===== src/inc/spp_defs.svh =====
// register map, field positions, reset values and counts of the serial peripheral port
`ifndef SPP_DEFS_SVH
`define SPP_DEFS_SVH

`define SPP_ADDR_W        3
`define SPP_OFS_CTRL1     3'h0
`define SPP_OFS_CTRL2     3'h1
`define SPP_OFS_BAUD      3'h2
`define SPP_OFS_FLAGS     3'h3
`define SPP_OFS_DATA      3'h4
`define SPP_OFS_IRQ_STAT  3'h5
`define SPP_OFS_IRQ_MASK  3'h6

`define SPP_C1_RXIE       7
`define SPP_C1_PORT_EN    6
`define SPP_C1_TXIE       5
`define SPP_C1_MASTER     4
`define SPP_C1_CLOCK_POLARITY       3
`define SPP_C1_CLOCK_PHASE       2
`define SPP_C1_SEL_OE     1
`define SPP_C1_LSB_FIRST  0

`define SPP_C2_FAULT_EN   4
`define SPP_C2_SW_OE      3
`define SPP_C2_HALT_WAIT  1
`define SPP_C2_SINGLE_PIN 0
`define SPP_C2_WR_MASK    8'h1B

`define SPP_BR_PRE_HI     6
`define SPP_BR_PRE_LO     4
`define SPP_BR_RATE_HI    2
`define SPP_BR_RATE_LO    0
`define SPP_BR_WR_MASK    8'h77

`define SPP_FL_RX_FULL    7
`define SPP_FL_TX_EMPTY   5
`define SPP_FL_FAULT      4

`define SPP_IRQ_W         3
`define SPP_IRQ_RX        0
`define SPP_IRQ_TX        1
`define SPP_IRQ_FAULT     2

`define SPP_CTRL1_RST     8'h04
`define SPP_CTRL2_RST     8'h00
`define SPP_BAUD_RST      8'h00
`define SPP_IRQ_MASK_RST  3'h0

`define SPP_DIV_W         11
`define SPP_EDGE_W        5
`define SPP_LAST_EDGE     5'h0F

`endif


===== src/inc/spp_pkg.sv =====
// types shared by the serial peripheral port modules
package spp_pkg;

  typedef logic [7:0] spp_byte_t;

  typedef enum logic [2:0] {
    SPP_IDLE = 3'b001,
    SPP_RUN  = 3'b010,
    SPP_DONE = 3'b100
  } spp_state_t;

endpackage : spp_pkg


===== src/inc/spp_shift_if.sv =====
// bundle between the port controller and its shift engine
`timescale 1ns/100ps
interface spp_shift_if;
  logic             load;
  spp_pkg::spp_byte_t tx_byte;
  logic             shift_en;
  logic             sample_en;
  logic             din;
  logic             lsb_first;
  logic             dout;
  spp_pkg::spp_byte_t rx_byte;

  modport ctrl (output load, tx_byte, shift_en, sample_en, din, lsb_first,
                input  dout, rx_byte);
  modport engine (input  load, tx_byte, shift_en, sample_en, din, lsb_first,
                  output dout, rx_byte);
endinterface : spp_shift_if


===== src/logic/spp_shifter.sv =====
// eight-bit transmit and receive shift registers of the serial peripheral port
`timescale 1ns/100ps
module spp_shifter (
  input  wire logic    core_clk_in,
  input  wire logic    sys_rst_in,
  spp_shift_if.engine  sh
);

  spp_pkg::spp_byte_t tx_sr_r;
  spp_pkg::spp_byte_t rx_sr_r;

  // tx and rx kept apart so that sampling and shifting may fall on different edges
  always_ff @(posedge core_clk_in or posedge sys_rst_in) begin
    if (sys_rst_in) begin
      tx_sr_r <= 8'h00;
    end else if (sh.load) begin
      tx_sr_r <= sh.tx_byte;
    end else if (sh.shift_en) begin
      tx_sr_r <= sh.lsb_first ? {1'b0, tx_sr_r[7:1]} : {tx_sr_r[6:0], 1'b0};
    end
  end

  always_ff @(posedge core_clk_in or posedge sys_rst_in) begin
    if (sys_rst_in) begin
      rx_sr_r <= 8'h00;
    end else if (sh.sample_en) begin
      rx_sr_r <= sh.lsb_first ? {sh.din, rx_sr_r[7:1]} : {rx_sr_r[6:0], sh.din};
    end
  end

  assign sh.dout    = sh.lsb_first ? tx_sr_r[0] : tx_sr_r[7];
  assign sh.rx_byte = rx_sr_r;

endmodule : spp_shifter


===== src/logic/spp_port.sv =====
// serial peripheral port: registers, bit clock, master and slave sequencing, pins
//
// Local design decisions: the plain strobed port and the placing of the registers.
`timescale 1ns/100ps
`include "spp_defs.svh"
module spp_port (
  input  wire logic                  core_clk_in,
  input  wire logic                  sys_rst_in,
  input  wire logic [`SPP_ADDR_W-1:0] reg_addr_in,
  input  wire logic [7:0]            reg_wdata_in,
  input  wire logic                  reg_wr_in,
  input  wire logic                  reg_rd_in,
  output logic      [7:0]            reg_rdata_out,
  output logic                       irq_out,
  input  wire logic                  wait_mode_in,
  input  wire logic                  sclk_in,
  output logic                       sclk_out,
  output logic                       sclk_oe_out,
  input  wire logic                  mosi_in,
  output logic                       mosi_out,
  output logic                       mosi_oe_out,
  input  wire logic                  miso_in,
  output logic                       miso_out,
  output logic                       miso_oe_out,
  input  wire logic                  sel_n_in,
  output logic                       sel_n_out,
  output logic                       sel_n_oe_out
);

  // half a bit period in bus cycles: (prescale+1) * 2^(rate+1) / 2
  function automatic logic [`SPP_DIV_W-1:0] half_period(input logic [7:0] baud);
    logic [`SPP_DIV_W-1:0] pre;
    pre = {8'h00, baud[`SPP_BR_PRE_HI:`SPP_BR_PRE_LO]} + 11'h001;
    return pre << baud[`SPP_BR_RATE_HI:`SPP_BR_RATE_LO];
  endfunction : half_period

  spp_shift_if sh ();

  // registers
  logic [7:0]             ctrl1_r;
  logic [7:0]             ctrl1_nxt;
  logic [7:0]             ctrl2_r;
  logic [7:0]             baud_r;
  spp_pkg::spp_byte_t     tx_buf_r;
  logic                   tx_full_r;
  spp_pkg::spp_byte_t     rx_data_r;
  logic                   rx_full_r;
  logic                   rx_arm_r;
  logic                   fault_r;
  logic                   fault_arm_r;
  logic [`SPP_IRQ_W-1:0]  irq_stat_r;
  logic [`SPP_IRQ_W-1:0]  irq_mask_r;
  spp_pkg::spp_state_t    state_r;
  spp_pkg::spp_state_t    state_nxt;
  logic [`SPP_DIV_W-1:0]  div_cnt_r;
  logic [`SPP_EDGE_W-1:0] edge_cnt_r;
  logic                   sclk_lvl_r;
  logic                   sclk_q_r;
  logic                   xfer_end_r;

  // decoded control fields
  wire port_en    = ctrl1_r[`SPP_C1_PORT_EN];
  wire master     = ctrl1_r[`SPP_C1_MASTER];
  wire clock_polarity       = ctrl1_r[`SPP_C1_CLOCK_POLARITY];
  wire clock_phase       = ctrl1_r[`SPP_C1_CLOCK_PHASE];
  wire sel_oe     = ctrl1_r[`SPP_C1_SEL_OE];
  wire rx_ie      = ctrl1_r[`SPP_C1_RXIE];
  wire tx_ie      = ctrl1_r[`SPP_C1_TXIE];
  wire fault_en   = ctrl2_r[`SPP_C2_FAULT_EN];
  wire sw_oe      = ctrl2_r[`SPP_C2_SW_OE];
  wire halt_wait  = ctrl2_r[`SPP_C2_HALT_WAIT];
  wire single_pin = ctrl2_r[`SPP_C2_SINGLE_PIN];

  // register strobes
  wire wr_c1    = reg_wr_in & (reg_addr_in == `SPP_OFS_CTRL1);
  wire wr_c2    = reg_wr_in & (reg_addr_in == `SPP_OFS_CTRL2);
  wire wr_baud  = reg_wr_in & (reg_addr_in == `SPP_OFS_BAUD);
  wire wr_data  = reg_wr_in & (reg_addr_in == `SPP_OFS_DATA);
  wire wr_istat = reg_wr_in & (reg_addr_in == `SPP_OFS_IRQ_STAT);
  wire wr_imask = reg_wr_in & (reg_addr_in == `SPP_OFS_IRQ_MASK);
  wire rd_flags = reg_rd_in & (reg_addr_in == `SPP_OFS_FLAGS);
  wire rd_data  = reg_rd_in & (reg_addr_in == `SPP_OFS_DATA);

  // role and link state
  wire running   = (state_r == spp_pkg::SPP_RUN);
  wire halted    = halt_wait & wait_mode_in;
  wire fault_now = port_en & master & fault_en & ~sel_oe & ~sel_n_in;
  wire slave_sel = port_en & ~master & ~sel_n_in;
  wire tick      = running & ~halted & (div_cnt_r == 11'h000);

  // slave edges seen against the previous pin level
  wire s_edge  = slave_sel & (sclk_in != sclk_q_r);
  wire s_lead  = s_edge & (sclk_q_r == clock_polarity);
  wire s_trail = s_edge & (sclk_q_r != clock_polarity);
  wire m_lead  = tick & ~edge_cnt_r[0];
  wire m_trail = tick & edge_cnt_r[0];
  wire lead    = master ? m_lead : s_lead;
  wire trail   = master ? m_trail : s_trail;
  wire first   = (edge_cnt_r == 5'h00);
  wire last    = (edge_cnt_r == `SPP_LAST_EDGE);

  // clock_phase clear: sample leading, shift trailing; clock_phase set: shift leading, sample trailing
  wire sample_en = clock_phase ? trail : lead;
  wire shift_en  = clock_phase ? (lead & ~first) : (trail & ~last);
  wire xfer_done = trail & last;

  wire start  = (state_r == spp_pkg::SPP_IDLE) & port_en & master & tx_full_r
              & ~fault_now;
  wire s_load = port_en & ~master & tx_full_r & first & ~s_edge;
  wire load   = start | s_load;

  // separate data pins unless single pin control picks one shared wire
  wire din = master ? (single_pin ? mosi_in : miso_in)
                    : (single_pin ? miso_in : mosi_in);
  wire out_path_en = ~single_pin | sw_oe;

  // sticky interrupt events
  wire [`SPP_IRQ_W-1:0] irq_ev;
  assign irq_ev[`SPP_IRQ_RX]    = xfer_end_r;
  assign irq_ev[`SPP_IRQ_TX]    = load;
  assign irq_ev[`SPP_IRQ_FAULT] = fault_now & ~fault_r;

  wire [`SPP_IRQ_W-1:0] irq_clr  = wr_istat ? reg_wdata_in[`SPP_IRQ_W-1:0] : 3'h0;
  wire [`SPP_IRQ_W-1:0] irq_gate = {1'b1, tx_ie, rx_ie};

  wire [7:0] flags_val = {rx_full_r, 1'b0, ~tx_full_r, fault_r, 4'h0};

  wire [7:0] rdata_nxt =
      ~reg_rd_in                              ? 8'h00 :
      (reg_addr_in == `SPP_OFS_CTRL1)         ? ctrl1_r :
      (reg_addr_in == `SPP_OFS_CTRL2)         ? ctrl2_r :
      (reg_addr_in == `SPP_OFS_BAUD)          ? baud_r :
      (reg_addr_in == `SPP_OFS_FLAGS)         ? flags_val :
      (reg_addr_in == `SPP_OFS_DATA)          ? rx_data_r :
      (reg_addr_in == `SPP_OFS_IRQ_STAT)      ? {5'h00, irq_stat_r} :
      (reg_addr_in == `SPP_OFS_IRQ_MASK)      ? {5'h00, irq_mask_r} : 8'h00;

  // a mode fault drops the port back to slave so two masters stop fighting
  assign ctrl1_nxt = (wr_c1 ? reg_wdata_in : ctrl1_r)
                   & ~(fault_now ? (8'h01 << `SPP_C1_MASTER) : 8'h00);

  // pin drive values, registered below
  wire sclk_oe_nxt = port_en & master;
  wire mosi_oe_nxt = port_en & master & out_path_en;
  wire miso_oe_nxt = slave_sel & out_path_en;
  wire sel_oe_nxt  = port_en & master & sel_oe & fault_en;
  wire sel_n_nxt   = ~(running | (state_r == spp_pkg::SPP_DONE));

  assign sh.load      = load;
  assign sh.tx_byte   = tx_buf_r;
  assign sh.shift_en  = shift_en;
  assign sh.sample_en = sample_en;
  assign sh.din       = din;
  assign sh.lsb_first = ctrl1_r[`SPP_C1_LSB_FIRST];

  spp_shifter u_shifter (
    .core_clk_in (core_clk_in),
    .sys_rst_in  (sys_rst_in),
    .sh          (sh.engine)
  );

  // master sequencing
  always_comb begin
    state_nxt = state_r;
    case (state_r)
      spp_pkg::SPP_IDLE: begin
        if (start) begin
          state_nxt = spp_pkg::SPP_RUN;
        end
      end
      spp_pkg::SPP_RUN: begin
        if (~port_en | ~master | fault_now) begin
          state_nxt = spp_pkg::SPP_IDLE;
        end else if (xfer_done) begin
          state_nxt = spp_pkg::SPP_DONE;
        end
      end
      spp_pkg::SPP_DONE: begin
        state_nxt = spp_pkg::SPP_IDLE;
      end
      default: begin
        state_nxt = spp_pkg::SPP_IDLE;
      end
    endcase
  end

  always_ff @(posedge core_clk_in or posedge sys_rst_in) begin
    if (sys_rst_in) begin
      state_r <= spp_pkg::SPP_IDLE;
    end else begin
      state_r <= state_nxt;
    end
  end

  // divider stands still in wait when halting is asked for
  always_ff @(posedge core_clk_in or posedge sys_rst_in) begin
    if (sys_rst_in) begin
      div_cnt_r <= 11'h000;
    end else if (start | tick) begin
      div_cnt_r <= half_period(baud_r) - 11'h001;
    end else if (running & ~halted) begin
      div_cnt_r <= div_cnt_r - 11'h001;
    end
  end

  always_ff @(posedge core_clk_in or posedge sys_rst_in) begin
    if (sys_rst_in) begin
      sclk_lvl_r <= 1'b0;
    end else if (running & tick) begin
      sclk_lvl_r <= ~sclk_lvl_r;
    end else if (~running) begin
      sclk_lvl_r <= clock_polarity;
    end
  end

  // one counter serves both roles; a deselected slave restarts at bit zero
  always_ff @(posedge core_clk_in or posedge sys_rst_in) begin
    if (sys_rst_in) begin
      edge_cnt_r <= 5'h00;
    end else if (~port_en | fault_now | (~master & sel_n_in) | (master & ~running)) begin
      edge_cnt_r <= 5'h00;
    end else if (lead | trail) begin
      edge_cnt_r <= last ? 5'h00 : edge_cnt_r + 5'h01;
    end
  end

  // the final sample lands one cycle after the last edge, so capture after that
  always_ff @(posedge core_clk_in or posedge sys_rst_in) begin
    if (sys_rst_in) begin
      xfer_end_r <= 1'b0;
      sclk_q_r   <= 1'b0;
    end else begin
      xfer_end_r <= xfer_done;
      sclk_q_r   <= sclk_in;
    end
  end

  // control registers
  always_ff @(posedge core_clk_in or posedge sys_rst_in) begin
    if (sys_rst_in) begin
      ctrl1_r    <= `SPP_CTRL1_RST;
      ctrl2_r    <= `SPP_CTRL2_RST;
      baud_r     <= `SPP_BAUD_RST;
      irq_mask_r <= `SPP_IRQ_MASK_RST;
    end else begin
      ctrl1_r <= ctrl1_nxt;
      if (wr_c2) begin
        ctrl2_r <= reg_wdata_in & `SPP_C2_WR_MASK;
      end
      if (wr_baud) begin
        baud_r <= reg_wdata_in & `SPP_BR_WR_MASK;
      end
      if (wr_imask) begin
        irq_mask_r <= reg_wdata_in[`SPP_IRQ_W-1:0];
      end
    end
  end

  // transmit buffer: a write while a load happens keeps the new byte pending
  always_ff @(posedge core_clk_in or posedge sys_rst_in) begin
    if (sys_rst_in) begin
      tx_buf_r  <= 8'h00;
      tx_full_r <= 1'b0;
    end else begin
      if (wr_data) begin
        tx_buf_r <= reg_wdata_in;
      end
      tx_full_r <= wr_data | (tx_full_r & ~load);
    end
  end

  // receive side: flags read arms, data read then clears; a new byte wins
  always_ff @(posedge core_clk_in or posedge sys_rst_in) begin
    if (sys_rst_in) begin
      rx_data_r <= 8'h00;
      rx_full_r <= 1'b0;
      rx_arm_r  <= 1'b0;
    end else begin
      if (xfer_end_r) begin
        rx_data_r <= sh.rx_byte;
      end
      rx_full_r <= xfer_end_r | (rx_full_r & ~(rd_data & rx_arm_r));
      rx_arm_r  <= (rd_flags & rx_full_r) | (rx_arm_r & ~rd_data);
    end
  end

  // fault flag: flags read arms, control one write clears; a new fault wins
  always_ff @(posedge core_clk_in or posedge sys_rst_in) begin
    if (sys_rst_in) begin
      fault_r     <= 1'b0;
      fault_arm_r <= 1'b0;
    end else begin
      fault_r     <= fault_now | (fault_r & ~(wr_c1 & fault_arm_r));
      fault_arm_r <= (rd_flags & fault_r) | (fault_arm_r & ~wr_c1);
    end
  end

  // interrupt status, write one to clear, set wins
  always_ff @(posedge core_clk_in or posedge sys_rst_in) begin
    if (sys_rst_in) begin
      irq_stat_r <= 3'h0;
    end else begin
      irq_stat_r <= irq_ev | (irq_stat_r & ~irq_clr);
    end
  end

  // all outputs registered; pin timing therefore lags internal state by one cycle
  always_ff @(posedge core_clk_in or posedge sys_rst_in) begin
    if (sys_rst_in) begin
      reg_rdata_out <= 8'h00;
      irq_out       <= 1'b0;
      sclk_out      <= 1'b0;
      sclk_oe_out   <= 1'b0;
      mosi_out      <= 1'b0;
      mosi_oe_out   <= 1'b0;
      miso_out      <= 1'b0;
      miso_oe_out   <= 1'b0;
      sel_n_out     <= 1'b1;
      sel_n_oe_out  <= 1'b0;
    end else begin
      reg_rdata_out <= rdata_nxt;
      irq_out       <= |(irq_stat_r & irq_mask_r & irq_gate);
      sclk_out      <= sclk_lvl_r;
      sclk_oe_out   <= sclk_oe_nxt;
      mosi_out      <= sh.dout;
      mosi_oe_out   <= mosi_oe_nxt;
      miso_out      <= sh.dout;
      miso_oe_out   <= miso_oe_nxt;
      sel_n_out     <= sel_n_nxt;
      sel_n_oe_out  <= sel_oe_nxt;
    end
  end

endmodule : spp_port


===== config.mk =====
export PLATFORM = sky130hd
export DESIGN_NAME = spp_port
export DESIGN_NICKNAME = d
export VERILOG_FILES = /design/src/inc/spp_pkg.sv /design/src/inc/spp_shift_if.sv /design/src/logic/spp_shifter.sv /design/src/logic/spp_port.sv
export VERILOG_INCLUDE_DIRS = /design/src /design/src/inc
export SDC_FILE = /design/constraint.sdc
export NUM_CORES = 1
export LEC_CHECK = 0
export ABC_AREA = 0
export BUFFER_PORTS_ARGS = -buffer_cell sky130_fd_sc_hd__buf_2
export CAP_MARGIN = 10
export CORE_ASPECT_RATIO = 0.9
export CORE_UTILIZATION = 40
export CTS_CLUSTER_SIZE = 28
export DETAILED_ROUTE_END_ITERATION = 7
export PLACE_DENSITY = 0.6
export SYNTH_ARGS = -nofsm -noshare
export SYNTH_HDL_FRONTEND = slang
export SYNTH_HIERARCHICAL = 1
export SYNTH_SLANG_ARGS = --single-unit

===== constraint.sdc =====
create_clock -name core_clk_in -period 4.2 [get_ports core_clk_in]
set_input_delay 0 -clock core_clk_in [delete_from_list [all_inputs] [get_ports core_clk_in]]
set_output_delay 0 -clock core_clk_in [all_outputs]
set_load 0.01 [all_outputs]

Word-level counts from Yosys, hierarchy flattened:

Cells that the tools add are included.

* output and inout bits: 17
* word-level logic and storage cells: 184
* bits of input ports: 20
* bits in registers: 99

* multiplexer cells: 34
* reduce and logical (&&, ||, !) cells: 8
* equal/unequal tests: 16
* bitwise operators: 92
* add/sub/neg operators: 4
* shift operators: 1

Operators with widths (count)
* 2-to-1 mux 8 bit: 11
* AND 1 bit: 49
* 2-to-1 mux 11 bit: 2
* subtractor 11 x 1 -> 11 bit, second input constant: 2
* NOT 1 bit: 21
* 2-to-1 mux 5 bit: 4
* 2-to-1 mux 3 bit: 6
* OR 1 bit: 15
* == test 3 bit, second input constant: 4
* logical NOT 11 bit: 1
* << shifter 4 x 3 -> 11 bit: 1
* 2-to-1 mux 1 bit: 10
* AND 3 bit: 3
* == test 3 x 2 -> 1 bit, second input constant: 3
* AND 8 bit: 1
* NOT 5 -> 8 bit: 1
* == test 3 x 1 -> 1 bit, second input constant: 2
* one-hot mux 3 bit (2 select lines): 1
* nonzero test 2 bit: 3
* adder 5 x 1 -> 5 bit, second input constant: 1
* == test 5 x 4 -> 1 bit, second input constant: 1
* logical NOT 5 bit: 1
* adder 3 x 1 -> 4 bit, second input constant: 1
* logical NOT 3 bit: 1
* other kinds (9): 10

Longest topological paths before layout:

Gate-level depths: netlist of run 1.

* depth in word-level cells: 10
* gate-level depth with buffers: 13
* gate-level depth less buffers: 11

Modules after synthesis:

Netlist of run 1, hierarchy kept.

By module, submodules not included
* spp_port: area an instance 4403.0 µm², cells each 435, sequential area each 2080.7 µm², instances 1
* spp_shifter: area an instance 870.8 µm², cells each 82, sequential area each 400.4 µm², instances 1

Worst setup path after synthesis of run 1:

OpenSTA, ideal clock, no wires.

* kind: register to register
* start: register div_cnt_r[4]
* end: register div_cnt_r[10]
* arrival: 3.055 ns
* clock period less this slack: 3.190 ns
* data required time: 4.064 ns
* stages on the path, launching flop included: 12
* setup time: 0.136 ns
* buffers on the path: 1
* setup slack: 1.010 ns
* cells stage by stage: dfrtp_1 > or4_4 > nor4_4 > nor2_2 > clkbuf_1 > a21oi_1 > ha_1 > nor4b_1 > nand2_1 > a221oi_2 > xor2_1 > o21ai_1

* longest elaborated chain between the ends: 4
* elaborated cells on any way between the ends: 7
* classes of those cells: add/sub (1); mux (2); bitwise (2); reduce/logical (2)

RTL lines
* start: declaration: RTL line spp_port.sv:55 `` logic [`SPP_DIV_W-1:0] div_cnt_r; ``
* start signal: assignment: RTL line spp_port.sv:200 `div_cnt_r <= half_period(baud_r) - 11'h001;`
* start signal: assignment: RTL line spp_port.sv:202 `div_cnt_r <= div_cnt_r - 11'h001;`
* branches (longest 4 deep; another with subtractor 11 x 1 -> 11 bit)

Several ways; the timed one is not identified. The select of a mux whose other input is x is not followed.
A chain may end at the register's enable or synchronous reset.

Final worst setup path of run 1:

Same ends and word-level chain as after synthesis.

==> impl_metrics.csv, run 1 <==
group,metric,value,unit
critical_path,cpMaxStageDelayCell,"or4_4",
logic_synthesis,ys_types,74,
logic_synthesis,ys_seq_elements,99,
placement,gp_congestion,0.844,
final_layout,fillCellCount,1216,
sta,fin_ws,0.668,ns
final_layout,area_delta_synth_final,13.5,%
critical_path,endpoint_kind,"flip-flop",
die,dieArea,13600,sq um
logic_synthesis,syn_avg_cell_area,10.2,sq um
flow_run,max_cap_viol_count,0,
logic_synthesis,ys.flop_type,"dfrtp_1",
final_layout,nets,581,
drt,routed_wl,12800,um
status,status,"completed",
sta,clock.fmax,283,MHz
die,core_area,12800,sq um
global_routing,grt_util_met3,4.89,%
logic_synthesis,synth_cells,517,
global_routing,top_usage_layer,"met2",
global_routing,grt_use_met1,29.0,%
logic_synthesis,synth_top_family_by_area,"simple AND/OR/NAND/NOR gates",
drt,vias,4110,
drt,drt_iter0_drc,365,
placement,pre_cts_slack,0.676,ns
logic_synthesis,synthSimpleGateAreaFrac,18.4,%
logic_synthesis,synth-compound-area-share,13.9,%
logic_synthesis,async_flop_share,100,%
die,floorplan.rows,39,
global_routing,grt-ovfl-total,0,
placement,dp_hpwl,9270,um
logic_synthesis,syn-num-nets,541,
critical_path,arrival,3.76,ns
power_and_ir_drop,power.leakage,2.60,nW
placement,port_buffers,36,
logic_synthesis,muxShareOfSynthArea,13.0,%
critical_path,cpPeakStageDelay,0.58,ns
logic_synthesis,yosys.area_share.xor_xnor,2.82,%
critical_path,cp.required,4.43,ns
global_routing,grt_max_degree,46,
global_routing,antenna_found_initial,0,
global_routing,track_usage,19.8,%
drt,dr.pass1.iters,5,
clocking,ctsHtreeMaxLevel,3,
sta,hold_violations,0,
sta,relSlewSlack,34.4,%
critical_path,crit_path_cell_trace,"or4_4 > nor4_4 > nor2_2 > and2_0 > a31oi_1 > ha_1 > nor4b_1 > nand2_1 > a221oi_2 > xor2_1 > o21ai_1",
sta,worst_slew_pin_slew,0.976,ns
drt,final_antenna_net_count,0,
global_routing,grt_pass1_vias,3829,
logic_synthesis,ys_seq_area_share,47.0,%
global_routing,grt_pass1_wl,20700,um
critical_path,critPathLaunchType,"flip-flop",
sta,finalClockSkew,0.0144,ns
clocking,clkSinkCount,99,
logic_synthesis,synthAdderAreaFrac,0.949,%
final_layout,diodes,0,
clocking,cts_resized,0,
sta,tns,0,ns
clocking,cts_tree,"yes",
drt,post-route-drc-count,0,
critical_path,r2r_slack,0.67,ns
clocking,cts_hold_buf,11,
logic_synthesis,synth_area,5270,sq um
clocking,postCtsSetupRepairBufs,0,
clocking,clk_latency,0.36,ns
clocking,clockRootBuffer,"clkbuf_16",
sta,setup_viol,0,
die,die_w,123,um
global_routing,met2_usage,29.3,%
sta,rsz0062_at_grt,"no",
final_layout,drive_gt1_share,19.8,%
sta,drv_slew,0,
sta,timing.final.crit_period,3.53,ns
worst_hold_path,hold_path.class,"in -> reg",
sta,finalCritPeriodShare,84.1,%
clocking,path_clk_slew,0.08,ns
critical_path,critPathKind,"reg -> reg",
die,initial_core_util,41.3,%
drt,wl_per_cell,17.6,um
critical_path,cp_max_fo,7,
clocking,cts_buffer_depth,2,
power_and_ir_drop,vdd_drop_max,0.316,mV
clocking,cts_inserted_buffers,9,
logic_synthesis,yosysWarningCount,6,
die,die_h,111,um
power_and_ir_drop,p_per_area,554,nW/um^2
drt,drt-vias-per-instance,5.66,
logic_synthesis,synth_edf_count,0,
die,ios,37,
-- path summary, 6_finish.rpt --
check | start | end | cells past startpoint
min in group asynchronous | sys_rst_in | u_shifter/sh.rx_byte[2]$_DFFE_PP0P_ | 3
max | div_cnt_r[4]$_DFFE_PP0P_ | div_cnt_r[10]$_DFFE_PP0P_ | 11
min reg2reg | sclk_lvl_r$_DFFE_PP0P_ | sclk_out$_DFF_PP0_ | 0
min | sel_n_in | miso_oe_out$_DFF_PP0_ | 3
max reg2reg | div_cnt_r[4]$_DFFE_PP0P_ | div_cnt_r[10]$_DFFE_PP0P_ | 11
max in group asynchronous | sys_rst_in | irq_mask_r[1]$_DFFE_PP0P_ | 4
-- flip-flops by register name (all words and copies together) (netlist names), 3 cells and up --
name                  flops
u_shifter/tx_sr_r         8
div_cnt_r                11
sh.tx_byte                8
u_shifter/sh.rx_byte      8
state_r                   3
ctrl1_r                   8
ctrl2_r                   4
irq_mask_r                3
irq_stat_r                3
rx_data_r                 8
baud_r                    6
reg_rdata_out             8
edge_cnt_r                5
-- Yosys cell counts (4+ instances only) --
master / count / share of area (%)
or3b_1: 7 / 1.2
nor3_1: 10 / 0.95
o21ai_0: 20 / 1.9
xnor2_1: 9 / 1.5
clkbuf_1: 14 / 1.0
nand2b_1: 8 / 0.95
dfrtp_1: 96 / 46
nor2_1: 43 / 3.1
a31oi_1: 8 / 0.95
o211ai_1: 8 / 1.1
and2_1: 4 / 0.47
a21oi_1: 29 / 2.8
xor2_1: 8 / 1.3
mux2_2: 38 / 8.1
nor2b_1: 11 / 1.3
ha_1: 4 / 0.95
nand3_1: 12 / 1.1
or3_1: 4 / 0.47
nand2_1: 47 / 3.3
inv_1: 18 / 1.3
o22ai_1: 5 / 0.59
nor3b_1: 7 / 1.0
a221oi_1: 6 / 1.0
mux2i_1: 26 / 4.9
nor4_1: 4 / 0.47
-- layer usage --
layer | vias up | wire [um]
li1 | 1949 | -
met1 | 2032 | 6280
met3 | 13 | 613
met2 | 116 | 5740
met5 | - | 0
met4 | 0 | 141
-- layout make-up --
type	instances	area (sq um)	area share [%]
Multi-Input combinational cell	376	2590	43.3
Sequential cell	99	2480	41.4
Timing Repair Buffer	52	328	5.47
Clock buffer	11	233	3.89
Tap cell	164	205	3.43
Clock inverter	5	77.6	1.30
Inverter	19	72.6	1.21
-- worst max-delay path, delay by kind of cell, from the launching register on --
family | cells | cell delay, ns
adders and majority gates | 1 | 0.34
and+or+nand+nor | 6 | 1.89
xor gates and xnor gates | 1 | 0.16
DFF | 1 | 0.42
AOI/OAI and AO/OA | 3 | 0.57
-- power breakdown --
part / leakage (nW) / switching (mW) / total [mW] / internal [mW]
sequential: 1.22 / 0.264 / 1.45 / 1.19
clock: 0.150 / 0.362 / 0.882 / 0.521
combinational: 1.23 / 0.525 / 0.983 / 0.458
total: 2.60 / 1.15 / 3.32 / 2.16
-- logic make-up after synthesis --
logic type      after synthesis
mux                          64
simple gates                181
xor+xnor                     17
buf+inv                      42
flops                        99
fa+ha+maj                     4
compound gates              110
-- cell usage in the layout, fill, tap and decap left out, drive strengths merged, types with 12 or more instances in the layout --
master / count
nand2: 47
buf: 41
dfrtp: 96
mux2i: 26
a21oi: 29
nor2: 44
inv: 17
mux2: 38
nand3: 12
o21ai: 21
-- stage by stage --
stage | power [mW] | cell area, sq um | instances | util (%) | hold WS (ns)
3_3_place_gp | 2.42 | 5570 | 699 | 43.6 | 0.141
3_5_place_dp | 2.43 | 5570 | 699 | 43.6 | 0.138
4_1_cts | 3.33 | 5990 | 726 | 46.8 | 0.0193
5_1_grt | 3.51 | 5990 | 726 | 46.8 | 0.0477
6_report | 3.32 | 5990 | 726 | 46.8 | 0.0364
2_1_floorplan | 2.15 | 5270 | 517 | - | -0.0863
Power figures use the tool's default switching activity.
==> run 2: changes to the inputs <==
--- a/config.mk
+++ b/config.mk
@@ -6,7 +6,7 @@
 export SDC_FILE = /design/constraint.sdc
 export NUM_CORES = 1
 export LEC_CHECK = 0
-export ABC_AREA = 0
+export ABC_AREA = 1
 export BUFFER_PORTS_ARGS = -buffer_cell sky130_fd_sc_hd__buf_2
 export CAP_MARGIN = 10
 export CORE_ASPECT_RATIO = 0.9
==> constraint.sdc (replaced) <==
create_clock -name core_clk_in -period 3.3 [get_ports core_clk_in]
set_input_delay 0 -clock core_clk_in [delete_from_list [all_inputs] [get_ports core_clk_in]]
set_output_delay 0 -clock core_clk_in [all_outputs]
set_load 0.01 [all_outputs]
==> run 2 against run 1 <==
First-iteration DRC count shrank 5.2%; register-to-register slack improved by 0.30 ns; highest routed layer unchanged; critical endpoint unchanged; wire length decreased by 0.44%; power increased by 23%; fmax rose by 52%.
==> impl_metrics.csv, run 2 <==
group,metric,value,unit
die,ios,37,
sta,tns,0,ns
logic_synthesis,ys_seq_elements,99,
clocking,clockRootBuffer,"clkbuf_16",
critical_path,critPathLaunchType,"flip-flop",
global_routing,grt_max_degree,48,
drt,post-route-drc-count,0,
logic_synthesis,ys.flop_type,"dfrtp_1",
logic_synthesis,ys_seq_area_share,46.6,%
critical_path,critPathKind,"reg -> reg",
critical_path,reg2reg_to,"div_cnt_r[10]$_DFFE_PP0P_",
logic_synthesis,synth_edf_count,0,
die,die_h,111,um
status,status,"completed",
clocking,cts_buffer_depth,2,
sta,rsz0062_at_grt,"no",
flow_run,max_cap_viol_count,0,
drt,drt-vias-per-instance,5.06,
die,core_area,12800,sq um
global_routing,grt_pass1_wl,21100,um
sta,drv_slew,0,
global_routing,grt-ovfl-total,0,
clocking,postCtsSetupRepairBufs,0,
sta,setup_viol,0,
clocking,path_clk_slew,0.07,ns
power_and_ir_drop,vdd_drop_max,0.344,mV
logic_synthesis,synth_area,5320,sq um
logic_synthesis,synthTopCellsByArea,"dfrtp_1 45%, nand2_1 15%, inv_1 6.9%, nand3_1 5.8%, o21ai_0 5.7%",
drt,dr.pass1.iters,5,
final_layout,final_cell_mix,"217 x nand2_1, 97 x inv_1, 96 x dfrtp_1, 62 x nand3_1, 61 x o21ai_0",
final_layout,multi_input_area,2300,sq um
die,floorplan.rows,39,
final_layout,diodes,0,
final_layout,seq_area,2480,sq um
clocking,cts_resized,0,
critical_path,endpoint_kind,"flip-flop",
clocking,cts_tree,"yes",
sta,finalCritPeriodShare,70.6,%
die,initial_core_util,41.5,%
final_layout,fin_util,46.6,%
sta,finalClockSkew,0.00888,ns
worst_hold_path,hp-start,"reg_wdata_in[5]",
sta,hold_violations,0,
drt,final_antenna_net_count,0,
logic_synthesis,synth_common_cells,"217 x nand2_1, 98 x inv_1, 96 x dfrtp_1",
critical_path,cp.required,3.54,ns
placement,dp_hpwl,9580,um
power_and_ir_drop,p_per_area,681,nW/um^2
drt,routed_wl,12700,um
sta,timing.final.crit_period,2.33,ns
power_and_ir_drop,power.leakage,3.15,nW
drt,wl_per_cell,14.1,um
final_layout,area_delta_synth_final,12.5,%
logic_synthesis,syn-num-nets,720,
final_layout,regMostFlops,"div_cnt_r",
sta,clock.fmax,429,MHz
clocking,cts_inserted_buffers,9,
sta,relSlewSlack,44.4,%
critical_path,r2r_slack,0.97,ns
clocking,cts_hold_buf,9,
logic_synthesis,yosysWarningCount,6,
worst_hold_path,hold_path.class,"in -> reg",
worst_hold_path,hold_end,"ctrl1_r[5]$_DFFE_PP0P_",
global_routing,antenna_found_initial,0,
final_layout,drive_gt1_share,13.1,%
placement,port_buffers,36,
drt,vias,4577,
global_routing,track_usage,20.0,%
logic_synthesis,synth_top_cell_by_area,"dfrtp_1",
logic_synthesis,syn_avg_cell_area,7.65,sq um
logic_synthesis,yosysMostFrequentCell,"nand2_1",
die,die_w,124,um
drt,drt_iter0_drc,346,
critical_path,reg2reg_from,"baud_r[4]$_DFFE_PP0P_",
clocking,clkSinkCount,99,
critical_path,arrival,2.57,ns
final_layout,nets,759,
clocking,ctsHtreeMaxLevel,3,
placement,gp_congestion,0.882,
logic_synthesis,synth_cells,696,
logic_synthesis,async_flop_share,100,%
global_routing,grt_pass1_vias,4222,
critical_path,cp_max_fo,9,
final_layout,final_common_cell,"nand2_1",
clocking,clk_latency,0.35,ns
logic_synthesis,synth_top_area_share,45.1,%
critical_path,reg2reg_depth,14,
sta,worst_slew_pin_slew,0.834,ns
logic_synthesis,ys_types,48,
worst_hold_path,hold_depth,3,
die,dieArea,13800,sq um
final_layout,largest_register_ffs,11,
final_layout,fillCellCount,1302,
-- run 2: cell count changes in the layout (fill, tap and decap cells not counted), moves of 8 or more --
cell and change:
nand2b_1 -8, mux2_2 -37, nand2_1 +170, nor3_1 -8, nand3_1 +50, nand4_1 +10, mux2i_1 -26, o21ai_0 +41
nor2b_1 -11, inv_1 +80
-- run 2: how the worst max path moves through the flow --
stage,start,to,slack [ns],cells past startpoint
floorplan,sys_rst_in,baud_r[0]$_DFFE_PP0P_,1.17,1
global placement,ctrl1_r[4]$_DFF_PP0_,div_cnt_r[6]$_DFFE_PP0P_,1.06,12
detailed placement,baud_r[4]$_DFFE_PP0P_,div_cnt_r[6]$_DFFE_PP0P_,1.00,14
CTS,baud_r[4]$_DFFE_PP0P_,div_cnt_r[6]$_DFFE_PP0P_,0.99,14
global route,baud_r[4]$_DFFE_PP0P_,div_cnt_r[10]$_DFFE_PP0P_,0.70,14
finish,baud_r[4]$_DFFE_PP0P_,div_cnt_r[10]$_DFFE_PP0P_,0.97,14
-- run 2: worst max-delay path, cell delays in order (launching register included) --
cell,delay [ns]
dfrtp_1,0.48
ha_1,0.36
nand2_1,0.09
o21ai_0,0.09
nand2_1,0.09
nor2_1,0.04
nand2_1,0.10
nand2_1,0.07
inv_1,0.06
ha_1,0.15
nand3_1,0.12
nor2_2,0.26
nand4_1,0.15
nand3_1,0.11
nand2_1,0.05
-- run 2: through the flow --
step / setup WS [ns] / power (mW) / area, sq um / std cells / hold WS [ns]
2_1_floorplan: 1.17 / 2.67 / 5320 / 696 / -0.0863
3_3_place_gp: 1.06 / 2.95 / 5580 / 879 / 0.105
3_5_place_dp: 1.00 / 2.96 / 5580 / 879 / 0.122
4_1_cts: 0.993 / 4.11 / 5980 / 904 / 0.00407
5_1_grt: 0.701 / 4.37 / 5980 / 904 / 0.0231
6_report: 0.970 / 4.08 / 5980 / 904 / 0.0281
-- run 2: area by class of cell --
cell class / instances / area share (%)
Multi-Input combinational cell: 474 / 38.4
Sequential cell: 99 / 41.5
Clock buffer: 9 / 3.76
Tap cell: 164 / 3.43
Inverter: 104 / 6.67
Clock inverter: 7 / 1.53
Timing Repair Buffer: 47 / 4.77
-- run 2: logic make-up (layout without fill, tap and decap cells) --
| family | Yosys count | in the layout | share of synthesized area, % |
|---|---|---|---|
| XOR/XNOR | 4 | 4 | 0.658 |
| AO/OA/AOI/OAI | 106 | 106 | 11.4 |
| multiplexers | 1 | 1 | 0.212 |
| flip-flops | 99 | 99 | 46.6 |
| adder cells (fa/ha/maj) | 4 | 4 | 0.941 |
| AND/OR/NAND/NOR | 359 | 359 | 30.0 |
| buffers and inverters | 123 | 167 | 10.2 |
-- run 2: layer usage --
metal / track usage, % / part of all wire, %
met3: 3.33 / 4.3
met5: 0 / 0
met2: 29.8 / 45
met4: 6.35 / 1.5
met1: 29.5 / 49
-- run 2: power by group --
| part | total (mW) | leakage [nW] | internal (mW) | switching (mW) |
|---|---|---|---|---|
| logic | 1.21 | 1.71 | 0.437 | 0.774 |
| registers | 1.75 | 1.28 | 1.49 | 0.258 |
| clock network | 1.12 | 0.156 | 0.663 | 0.457 |
| total | 4.08 | 3.15 | 2.59 | 1.49 |
